[src/design/fail_safe_monitor_consts.vh]
/*
 * Constants for the fail-safe clock monitor: source codes, control word
 * layout, reset values and the sample clock divide ratio.
 * Assumes it is included by its bare name from design files and the bench checker.
 */

`ifndef FAIL_SAFE_MONITOR_CONSTS_VH
`define FAIL_SAFE_MONITOR_CONSTS_VH

// Clock source codes
`define SRC_PRIMARY        2'h0
`define SRC_SECONDARY      2'h1
`define SRC_INTERNAL       2'h2

// Control word layout
`define CTRL_SRC_LSB       0
`define CTRL_SRC_MSB       1
`define CTRL_STATUS_BIT    3
`define CTRL_RESET         8'h00
`define CTRL_SRC_RESET     2'h0

// Second interrupt flag register
`define IRQ2_FAIL_BIT      7
`define IRQ2_RESET         8'h00

// Internal frequency select field
`define FREQ_SEL_RESET     3'h0

// Sample clock divide ratio
`define SAMPLE_DIV         64

// Start-up timer length in primary clock edges
`define START_TIMER_EDGES  1024

`endif

[src/design/fail_safe_monitor.v]
/*
 * Fail-safe clock monitor: watches the primary or secondary device clock
 * against a sample clock from the internal RC clock, switches to the
 * internal block on failure, restarts the watchdog and runs the start-up
 * sequence after reset.
 * Assumes ref_clk_in is the always-running internal RC clock and that the
 * watched clocks arrive as plain levels, several RC periods wide at least.
 * Limitation: a watched clock faster than half the RC rate loses edges in
 * the synchroniser. The divider, the start-up timer and the state machine
 * share this one clock, so every decision is a plain synchronous one.
 * The watchdog itself lives outside; it only sees the one-cycle clear.
 */
`timescale 1ns/1ns
`default_nettype none
`include "fail_safe_monitor_consts.vh"

module fail_safe_monitor #(
    parameter START_EDGES = `START_TIMER_EDGES,
    parameter SAMPLE_DIV  = `SAMPLE_DIV
) (
    input  wire       ref_clk_in,
    input  wire       rstn_in,
    input  wire       monitor_enable_cfg_in,
    input  wire       watchdog_enable_in,
    input  wire       high_speed_crystal_mode_in,
    input  wire [1:0] primary_cfg_src_in,
    input  wire       primary_clk_in,
    input  wire       secondary_clk_in,
    input  wire       pm_mode_enter_in,
    input  wire [1:0] pm_mode_src_in,
    input  wire       freq_sel_wr_in,
    input  wire [2:0] freq_sel_data_in,
    input  wire       osc_fail_clr_in,
    output reg  [1:0] device_clk_sel_out,
    output reg  [7:0] osc_control_reg_out,
    output reg  [7:0] periph_irq_flags2_out,
    output reg  [2:0] internal_freq_select_out,
    output reg        fail_safe_active_out,
    output reg        watchdog_clear_out,
    output wire       internal_rc_run_out,
    output wire       sample_clk_out,
    output reg        clock_monitor_latch_out
);

    ////////////////////////////////////////////////////////////////////////
    // States

    // Start-up on the backup, run while watching, fail-safe on the backup
    localparam [1:0] ST_STARTUP  = 2'h0;
    localparam [1:0] ST_RUN      = 2'h1;
    localparam [1:0] ST_FAILSAFE = 2'h2;

    // Counter wide enough for the last edge count itself
    localparam SCW = $clog2(START_EDGES + 1);
    localparam integer START_LAST_I = START_EDGES - 1;
    localparam [SCW-1:0] START_LAST = START_LAST_I[SCW-1:0];

    reg  [1:0]     state_r;
    reg  [1:0]     state_nxt;
    reg  [1:0]     ctrl_src_r;
    reg  [1:0]     ctrl_src_nxt;
    reg            ctrl_status_r;
    reg            ctrl_status_nxt;
    reg  [SCW-1:0] start_cnt_r;
    reg            start_done_r;
    reg            fail_flag_r;
    reg  [2:0]     freq_sel_r;
    reg            watched_fall;

    wire [1:0]     clk_sync;
    wire [1:0]     clk_fall;
    wire           sample_rise;
    wire           sample_fall;
    wire           sample_level;
    wire           monitoring;
    wire           fail_detect;
    wire           primary_fall;
    genvar         gi;

    ////////////////////////////////////////////////////////////////////////
    // Clock sampling and sample clock

    // Both watched clocks enter the RC domain through two flops
    level_sync #(
        .WIDTH (2)
    ) u_clk_sync (
        .ref_clk_in (ref_clk_in),
        .rstn_in    (rstn_in),
        .async_in   ({secondary_clk_in, primary_clk_in}),
        .sync_out   (clk_sync)
    );

    sample_clock_divider #(
        .DIV (SAMPLE_DIV)
    ) u_sample_div (
        .ref_clk_in       (ref_clk_in),
        .rstn_in          (rstn_in),
        .run_in           (monitor_enable_cfg_in),
        .sample_level_out (sample_level),
        .sample_rise_out  (sample_rise),
        .sample_fall_out  (sample_fall)
    );

    assign sample_clk_out = sample_level;

    // RC stays on for the monitor whatever the watchdog does
    assign internal_rc_run_out = monitor_enable_cfg_in | watchdog_enable_in |
                                 (device_clk_sel_out == `SRC_INTERNAL);

    ////////////////////////////////////////////////////////////////////////
    // Watched clock edges

    // One falling-edge detector per watched clock
    generate
        for (gi = 0; gi < 2; gi = gi + 1) begin : g_fall
            reg prev_r;

            // Rests low like a stopped source, so reset gives no false fall
            always @(posedge ref_clk_in or negedge rstn_in) begin
                if (!rstn_in)
                    prev_r <= 1'b0;
                else
                    prev_r <= clk_sync[gi];
            end

            assign clk_fall[gi] = prev_r & ~clk_sync[gi];
        end
    endgenerate

    assign primary_fall = clk_fall[0];

    // Only primary or secondary is ever watched
    always @* begin
        case (ctrl_src_r)
            `SRC_PRIMARY: begin
                watched_fall = clk_fall[0];
            end
            `SRC_SECONDARY: begin
                watched_fall = clk_fall[1];
            end
            default: begin
                watched_fall = 1'b0;
            end
        endcase
    end

    assign monitoring = monitor_enable_cfg_in && (state_r == ST_RUN) &&
                        (ctrl_src_r != `SRC_INTERNAL);

    ////////////////////////////////////////////////////////////////////////
    // Monitor latch and failure decision

    // Set beats clear when both land in one cycle
    always @(posedge ref_clk_in or negedge rstn_in) begin
        if (!rstn_in)
            clock_monitor_latch_out <= 1'b0;
        else if (!monitoring)
            clock_monitor_latch_out <= 1'b0;
        else if (watched_fall)
            clock_monitor_latch_out <= 1'b1;
        else if (sample_rise)
            clock_monitor_latch_out <= 1'b0;
    end

    // Latch value before this edge; the rise that clears it is half a period away
    assign fail_detect = monitoring && sample_fall && clock_monitor_latch_out;

    ////////////////////////////////////////////////////////////////////////
    // Start-up timer on the primary source

    // A primary that never toggles keeps us here; only a power-managed mode leaves

    always @(posedge ref_clk_in or negedge rstn_in) begin
        if (!rstn_in) begin
            start_cnt_r  <= {SCW{1'b0}};
            start_done_r <= 1'b0;
        end else if (state_r == ST_STARTUP && !start_done_r && primary_fall) begin
            // Crystal mode waits out the timer, other modes take the first edge
            if (!high_speed_crystal_mode_in || start_cnt_r == START_LAST)
                start_done_r <= 1'b1;
            else
                start_cnt_r <= start_cnt_r + 1'b1;
        end
    end

    ////////////////////////////////////////////////////////////////////////
    // Source selection state machine

    always @* begin
        state_nxt       = state_r;
        ctrl_src_nxt    = ctrl_src_r;
        ctrl_status_nxt = ctrl_status_r;
        case (state_r)
            ST_STARTUP: begin
                // Control word untouched until ready or a power-managed mode
                if (pm_mode_enter_in) begin
                    state_nxt    = ST_RUN;
                    ctrl_src_nxt = pm_mode_src_in;
                end else if (start_done_r) begin
                    state_nxt       = ST_RUN;
                    ctrl_src_nxt    = primary_cfg_src_in;
                    ctrl_status_nxt = 1'b1;
                end
            end
            ST_RUN: begin
                // Power-managed entry here only reloads the source
                if (pm_mode_enter_in) begin
                    ctrl_src_nxt = pm_mode_src_in;
                end else if (fail_detect) begin
                    // Control word keeps the lost source on purpose
                    state_nxt = ST_FAILSAFE;
                end
            end
            ST_FAILSAFE: begin
                if (pm_mode_enter_in) begin
                    state_nxt    = ST_RUN;
                    ctrl_src_nxt = pm_mode_src_in;
                end
            end
            default: begin
                state_nxt = ST_STARTUP;
            end
        endcase
    end

    always @(posedge ref_clk_in or negedge rstn_in) begin
        if (!rstn_in) begin
            state_r       <= ST_STARTUP;
            ctrl_src_r    <= `CTRL_SRC_RESET;
            ctrl_status_r <= 1'b0;
        end else begin
            state_r       <= state_nxt;
            ctrl_src_r    <= ctrl_src_nxt;
            ctrl_status_r <= ctrl_status_nxt;
        end
    end

    ////////////////////////////////////////////////////////////////////////
    // Outputs

    // Clock used by the core, registered to stay glitch free
    always @(posedge ref_clk_in or negedge rstn_in) begin
        if (!rstn_in)
            device_clk_sel_out <= `SRC_INTERNAL;
        else if (state_nxt == ST_RUN)
            device_clk_sel_out <= ctrl_src_nxt;
        else
            device_clk_sel_out <= `SRC_INTERNAL;
    end

    // Moves on the same edge as the clock select
    always @(posedge ref_clk_in or negedge rstn_in) begin
        if (!rstn_in)
            fail_safe_active_out <= 1'b0;
        else
            fail_safe_active_out <= (state_nxt == ST_FAILSAFE);
    end

    always @* begin
        osc_control_reg_out = `CTRL_RESET;
        osc_control_reg_out[`CTRL_SRC_MSB:`CTRL_SRC_LSB] = ctrl_src_r;
        osc_control_reg_out[`CTRL_STATUS_BIT] = ctrl_status_r;
    end

    // Flag is sticky; a new failure wins over a clear in the same cycle
    always @(posedge ref_clk_in or negedge rstn_in) begin
        if (!rstn_in)
            fail_flag_r <= 1'b0;
        else if (fail_detect)
            fail_flag_r <= 1'b1;
        else if (osc_fail_clr_in)
            fail_flag_r <= 1'b0;
    end

    always @* begin
        periph_irq_flags2_out = `IRQ2_RESET;
        periph_irq_flags2_out[`IRQ2_FAIL_BIT] = fail_flag_r;
    end

    // One-cycle clear for watchdog counter and postscaler
    // so its timing restarts from the speed change, not before it
    always @(posedge ref_clk_in or negedge rstn_in) begin
        if (!rstn_in)
            watchdog_clear_out <= 1'b0;
        else
            watchdog_clear_out <= fail_detect;
    end

    // Backup frequency field, writable at any time by software
    // Software must set it early; the block never forces a value here
    always @(posedge ref_clk_in or negedge rstn_in) begin
        if (!rstn_in)
            freq_sel_r <= `FREQ_SEL_RESET;
        else if (freq_sel_wr_in)
            freq_sel_r <= freq_sel_data_in;
    end

    always @* begin
        internal_freq_select_out = freq_sel_r;
    end

endmodule

`default_nettype wire

[src/design/level_sync.v]
/*
 * Two-stage synchroniser for a group of asynchronous levels.
 * Assumes the caller reads only sync_out; the first stage has no other reader.
 */
`timescale 1ns/1ns
`default_nettype none

module level_sync #(
    parameter WIDTH = 2
) (
    input  wire             ref_clk_in,
    input  wire             rstn_in,
    input  wire [WIDTH-1:0] async_in,
    output wire [WIDTH-1:0] sync_out
);

    reg [WIDTH-1:0] stage1_r;
    reg [WIDTH-1:0] stage2_r;

    // Only the second stage looks at the first
    always @(posedge ref_clk_in or negedge rstn_in) begin
        if (!rstn_in) begin
            stage1_r <= {WIDTH{1'b0}};
            stage2_r <= {WIDTH{1'b0}};
        end else begin
            stage1_r <= async_in;
            stage2_r <= stage1_r;
        end
    end

    assign sync_out = stage2_r;

endmodule

`default_nettype wire

[src/design/sample_clock_divider.v]
/*
 * Divides the internal RC clock into the monitor sample clock and
 * marks its rising and falling edges with one-cycle enables.
 * Assumes ref_clk_in is the internal RC clock itself.
 */
`timescale 1ns/1ns
`default_nettype none

module sample_clock_divider #(
    parameter DIV = 64
) (
    input  wire ref_clk_in,
    input  wire rstn_in,
    input  wire run_in,
    output reg  sample_level_out,
    output wire sample_rise_out,
    output wire sample_fall_out
);

    localparam CW = $clog2(DIV);
    localparam integer LAST_I = DIV - 1;
    localparam integer HALF_I = DIV / 2;
    localparam [CW-1:0] LAST = LAST_I[CW-1:0];
    localparam [CW-1:0] HALF = HALF_I[CW-1:0];

    reg [CW-1:0] count_r;
    wire [CW-1:0] count_nxt;

    assign count_nxt = (count_r == LAST) ? {CW{1'b0}} : count_r + 1'b1;

    // Rising edge at count zero, falling edge half way round
    assign sample_rise_out = run_in && (count_r == {CW{1'b0}});
    assign sample_fall_out = run_in && (count_r == HALF);

    always @(posedge ref_clk_in or negedge rstn_in) begin
        if (!rstn_in) begin
            count_r          <= {CW{1'b0}};
            sample_level_out <= 1'b0;
        end else if (!run_in) begin
            count_r          <= {CW{1'b0}};
            sample_level_out <= 1'b0;
        end else begin
            count_r <= count_nxt;
            if (sample_rise_out)
                sample_level_out <= 1'b1;
            else if (sample_fall_out)
                sample_level_out <= 1'b0;
        end
    end

endmodule

`default_nettype wire

[config.mk]
export PLATFORM = sky130hd
export DESIGN_NAME = fail_safe_monitor
export DESIGN_NICKNAME = d
export VERILOG_FILES = /design/src/design/fail_safe_monitor.v /design/src/design/level_sync.v /design/src/design/sample_clock_divider.v
export VERILOG_INCLUDE_DIRS = /design/src /design/src/design
export SDC_FILE = /design/constraint.sdc
export NUM_CORES = 1
export LEC_CHECK = 0
export BUFFER_PORTS_ARGS = -buffer_cell sky130_fd_sc_hd__buf_2
export CORE_ASPECT_RATIO = 0.5
export CORE_MARGIN = 1
export CORE_UTILIZATION = 48
export CTS_CLUSTER_SIZE = 40
export DETAILED_ROUTE_END_ITERATION = 10
export HOLD_SLACK_MARGIN = 0.03
export PLACE_DENSITY = 0.83
export SLEW_MARGIN = 20
export SYNTH_ARGS = -nofsm -noshare
export SYNTH_HDL_FRONTEND = slang
export SYNTH_SLANG_ARGS = --single-unit
[constraint.sdc]
create_clock -name ref_clk_in -period 1.8 [get_ports ref_clk_in]
set_clock_uncertainty 0.1 [all_clocks]
set_input_delay 0 -clock ref_clk_in [delete_from_list [all_inputs] [get_ports ref_clk_in]]
set_output_delay 0 -clock ref_clk_in [all_outputs]
set_load 0.01 [all_outputs]
### Yosys cells after proc, flatten, opt, wreduce, memory -nomap -nowiden

Cells that the tools add are included.
W data, S select, Z words.

* $add $sub $neg: 2
* muxes and demuxes: 22
* bitwise operators: 8
* equality and inequality tests: 12
* reduce and logical (&&, ||, !) cells: 19

Operator list (number)
* $mux W2: 9
* $eq A6 B6 Y1 const B: 2
* $mux W6: 2
* $add A11 B1 Y11 const B: 1
* $eq A11 B10 Y1 const B: 1
* $logic_and A1 B1 Y1: 8
* $mux W1: 8
* $add A6 B1 Y6 const B: 1
* $eq A2 B1 Y1 const B: 3
* $eq A2 B2 Y1 const B: 3
* $logic_not A6 Y1: 1
* $pmux W2 S3: 1
* $logic_not A2 Y1: 2
* $not A1 Y1: 4
* $pmux W2 S2: 1
* $reduce_and A2 Y1: 2
* $ne A3 B1 Y1 const B: 1
* $ne A3 B3 Y1 const B: 1
* $reduce_and A3 Y1: 1
* $and A1 B1 Y1: 2
* $logic_not A1 Y1: 2
* $ne A2 B2 Y1 const B: 1
* $or A1 B1 Y1: 2
* $pmux W1 S2: 1
* other kinds (3): 3

* word-level logic and storage cells: 80
* flip-flop bits (word level): 39
* output and inout bits: 26
* input port bits: 17

### Logic depth before layout (Yosys ltp)

* depth after elaboration: 10
* mapped depth: 7
* mapped depth without buffers: 6

### Cells and area by module

From an unflattened synthesis, not the netlist that was laid out.

* cell total of the unflattened synthesis: 175
* area, all modules: 1950.6 um^2

By module, submodules not included
* fail_safe_monitor: area an instance 1490.2 um^2, cells each 136, seq. area each 701.9 um^2, instances 1
* sample_clock_divider: area an instance 360.3 um^2, cells each 35, seq. area each 175.2 um^2, instances 1
* level_sync: area an instance 100.1 um^2, cells each 4, seq. area each 100.1 um^2, instances 1

### Worst setup path after synthesis

No wires, ideal clock.

* path kind: reg-to-reg
* start: register state_r[0]
* end: register device_clk_sel_out[1]
* setup time: 0.094 ns
* stages on the path, launching flop included: 8
* path slack: -0.038 ns
* arrival time: 1.644 ns
* period minus slack after synthesis: 1.838 ns
* path through: dfrtp_1 > inv_1 > ha_1 > buf_4 > and2b_4 > o311ai_0 > o31a_1 > nand4_1

* longest elaborated chain between the ends: 10

Ends and longest elaborated chain
* start, declared: line fail_safe_monitor.v:58 `reg [1:0] state_r;`
* start signal, assigned: line fail_safe_monitor.v:232 `state_r <= state_nxt;`
* $eq A2 B1 Y1: line fail_safe_monitor.v:147, fail_safe_monitor.v:193
* $logic_and A1 B1 Y1 (2 in series): line fail_safe_monitor.v:147 `assign monitoring = monitor_enable_cfg_in && (state_r == ST_RUN) &&`
* $logic_and A1 B1 Y1 (2 in series): line fail_safe_monitor.v:166 `assign fail_detect = monitoring && sample_fall && clock_monitor_latch_out;`
* $mux W2: line fail_safe_monitor.v:209 `end else if (fail_detect) begin`
* $mux W2: line fail_safe_monitor.v:207 `if (pm_mode_enter_in) begin`
* $pmux W2 S3: line fail_safe_monitor.v:193 `case (state_r)`
* $eq A2 B1 Y1: line fail_safe_monitor.v:245 `else if (state_nxt == ST_RUN)`
* $mux W2 *: line fail_safe_monitor.v:245
* end signal, assigned: line fail_safe_monitor.v:244 `` device_clk_sel_out <= `SRC_INTERNAL; ``
* end signal, assigned: line fail_safe_monitor.v:246 `device_clk_sel_out <= ctrl_src_nxt;`
* end signal, assigned: line fail_safe_monitor.v:248 `` device_clk_sel_out <= `SRC_INTERNAL; ``
* end, declared: line fail_safe_monitor.v:34 `output reg [1:0] device_clk_sel_out,`

Every way passes the cells marked *; elsewhere a longest branch is shown, timed or not.
A chain may end at the register's enable or synchronous reset.

### Worst setup path in the final report

* start: register state_r[0]
* end: register device_clk_sel_out[0]

The elaborated chain is that of the path after synthesis.

==> results by group <==
Clock tree
  • # clock sinks: 39
  • Root Buffer: clkbuf_8
  • Clk slew on worst S/H paths: 0.08 ns
  • Setup bufs post-CTS: 0
  • Clk buf depth: 2
  • Worst-Skew Late Latency: 0.30 ns
  • Num CTS Buffers: 5
  • CTS tree: done
  • H-tree Lvls: 2

Die
  • Die Y-Extent: 47.0 µm
  • Core ar.: 3640 µm²
  • Row count: 15
  • Ports: 43
  • Initial Util: 53.4%
  • Die ar.: 4320 µm²
  • Die W: 92.0 µm

Critical path
  • Crit path from: state_r[0]
  • Worst r2r src: state_r[0]
  • Critical path's slowest cell: dfrtp_1
  • Slowest stage delay, CP: 0.40 ns
  • CP arrival: 1.86 ns
  • CP Capture Type: flip-flop
  • Critical path data required time: 1.88 ns
  • CP Cell Sequence: buf_4, ha_1, nor3_2, a22oi_2, a2111oi_2
  • Worst Path Buf+Inv: 1
  • Critical path class: reg2reg
  • Cell family with most CP delay: compound AO/OA/AOI/OAI gates
  • Slack of the worst reg-to-reg path: 0.02 ns
  • Setup crit start kind: flip-flop
  • Worst Path Max Fanout: 7

STA
  • Final cycle utilization of the critical path: 98.9%
  • Final Slew Violations: 0
  • Fin crit period: 1.78 ns
  • Hold slack: 0.176 ns
  • Worst Max-Slew Pin Slew: 0.613 ns
  • Final Hold Vio Count: 0
  • RSZ-0062 raised after global routing: true
  • Setup violators final: 0
  • Slack of the critical path: 0.0198 ns
  • Max Fclk: 0.562 GHz
  • Slew headroom: 59.1%
  • Setup total negative slack: 0 ns

Route
  • Initial DRC count: 89
  • Via count: 1669
  • Wirelength per Cell: 18.1 µm
  • # DRC: 0
  • Post-route ant nets: 0
  • Post-Route WL: 5.32 mm
  • Number of vias per cell: 5.68
  • DRT Pass-1 Iters: 4

Global routing
  • Vias in the first global route: 1535
  • Total track usage: 25.6%
  • GRT overflow: 0
  • Antenna violations before repair: 0
  • Global-route wire length before repair: 7.85 mm
  • Largest net degree at the start of global routing: 28

Layout
  • N_diodes: 0
  • Post-layout instance area: 2580 µm²
  • FF/Latch Area: 977 µm²
  • Core Util, Final: 71.0%
  • Post-Layout Cell Count: 294
  • Final Net Count: 266
  • Area delta synth->final: 32.9%
  • Share of layout cells above drive strength 1: 32.5%
  • Commonest non-fill, non-tap cells in the layout: 38 x dfrtp_1, 30 x buf_2, 17 x dlygate4sd3_1
  • Fill cells: 241
  • Multi-input gate area: 960 µm²
  • Most common cell after layout, fill and taps aside: dfrtp_1

Logic synthesis
  • Netlist Area Pre-Place: 1940 µm²
  • Cell variety after synth: 46
  • Register area share after synthesis: 50.3%
  • Post-synthesis compound-gate area fraction: 11.1%
  • Avg Inst Size Synth: 10.9 µm²
  • Top FF cell, synth: dfrtp_1
  • Synth Warn #: 0
  • Adder-cell share of the synthesized area: 4.50%
  • Post-synthesis xor/xnor area fraction: 5.86%
  • Mux cell area share after synthesis: 2.51%
  • Post-synth EDFFs: 0
  • Ys async rst share: 100%
  • Largest family of logic cells by synthesized area: simple AND/OR/NAND/NOR gates
  • Cell count after synthesis: 179
  • Seq cells post-synth: 39
  • Simple-gate area share of the yosys netlist: 17.9%

Placement
  • Pre-CTS WS: -0.0639 ns
  • Port Buffers: 30
  • Gpl congestion: 0.909
  • Dpl cell area: 2190 µm²
  • Placed insts: 268
  • HPWL after detailed placement: 2.79 mm

Pwr
  • Pwr dens: 779 nW/µm²
  • Leak Pwr: 1.27 nW
  • Total power: 2.01 mW
  • VDD IR max: 0.389 mV

Hold path
  • Tightest Hold Check Type: in2async

Run
  • Max-cap violations: 0

Run status
  • Outcome: completed
-- sequential cells by signal, indices dropped and copies added (netlist names) --
register	cells
state_r	2
start_done_r	1
fail_safe_active_out	1
u_clk_sync.sync_out	2
clock_monitor_latch_out	1
device_clk_sel_out	2
u_sample_div.count_r	6
ctrl_src_r	2
u_clk_sync.stage1_r	2
u_sample_div.sample_level_out	1
g_fall.prev_r	2
start_cnt_r	11
internal_freq_select_out	3
ctrl_status_r	1
fail_flag_r	1
watchdog_clear_out	1
-- synth_stat cells, types with 2 or more instances --
cell type  number  share of area [%]
ha_1            7                4.5
buf_4          15                5.8
nor2_1         12                2.3
o21ai_0         7                1.8
o21a_1          2               0.77
nand4_1         2               0.64
nand3_1         6                1.5
nand2_1        15                2.9
xor2_1         11                5.0
nor3_1          9                2.3
a21oi_1         3               0.77
nor3b_1         2               0.77
nand2b_1        2               0.64
o311ai_0        2               0.90
xnor2_1         2               0.90
mux2_2          3                1.7
inv_1           9                1.7
and2_1          4                1.3
dfrtp_1        38                 49
a22oi_1         2               0.77
-- final cells by class --
type | count | area share, %
repair buffers | 60 | 16.2
multi-input cells | 127 | 37.1
clock inverters | 2 | 2.32
clock buffers | 6 | 2.81
flip-flops and latches | 39 | 37.8
well taps | 51 | 2.47
inverters | 9 | 1.31
-- cell families (layout without fill, tap and decap cells) --
kind of cell,after synthesis,count (layout)
flops,39,39
other cells,1,12
mux,4,4
xor+xnor,13,13
simple gates,61,62
buf+inv,25,77
compound gates,29,29
fa+ha+maj,7,7
-- report_power, final --
| part | internal [mW] | switching, mW | total (mW) |
|---|---|---|---|
| clock | 0.554 | 0.317 | 0.871 |
| combinational | 0.0911 | 0.109 | 0.201 |
| sequential | 0.913 | 0.0299 | 0.943 |
-- what timing repair did --
action                     CTS  global route
pin swaps                    1             4
hold buffers                17             0
resized for setup            6            12
cloned                       1             0
setup endpoints to repair    8            13
hold endpoints to repair    43             0
-- metal layers --
layer | GRT usage, % | vias to the layer above | routed length, µm
met5 | 0 | - | 0
met4 | 15.9 | 0 | 256
met3 | 6.47 | 27 | 415
met2 | 46.0 | 103 | 2560
met1 | 29.4 | 810 | 2090
li1 | - | 729 | -
-- path summary, 6_finish.rpt --
path | cells after the start | end
worst max register to register | 5 | device_clk_sel_out[0]
worst min-delay path | 2 | start_cnt_r[10]
worst min register to register | 0 | u_clk_sync.sync_out[1]
worst max-delay path | 5 | device_clk_sel_out[0]
max in group asynchronous | 3 | device_clk_sel_out[1]
min in group ref_clk_in | 4 | internal_rc_run_out
No activity file was read; power rests on OpenSTA's default activity.
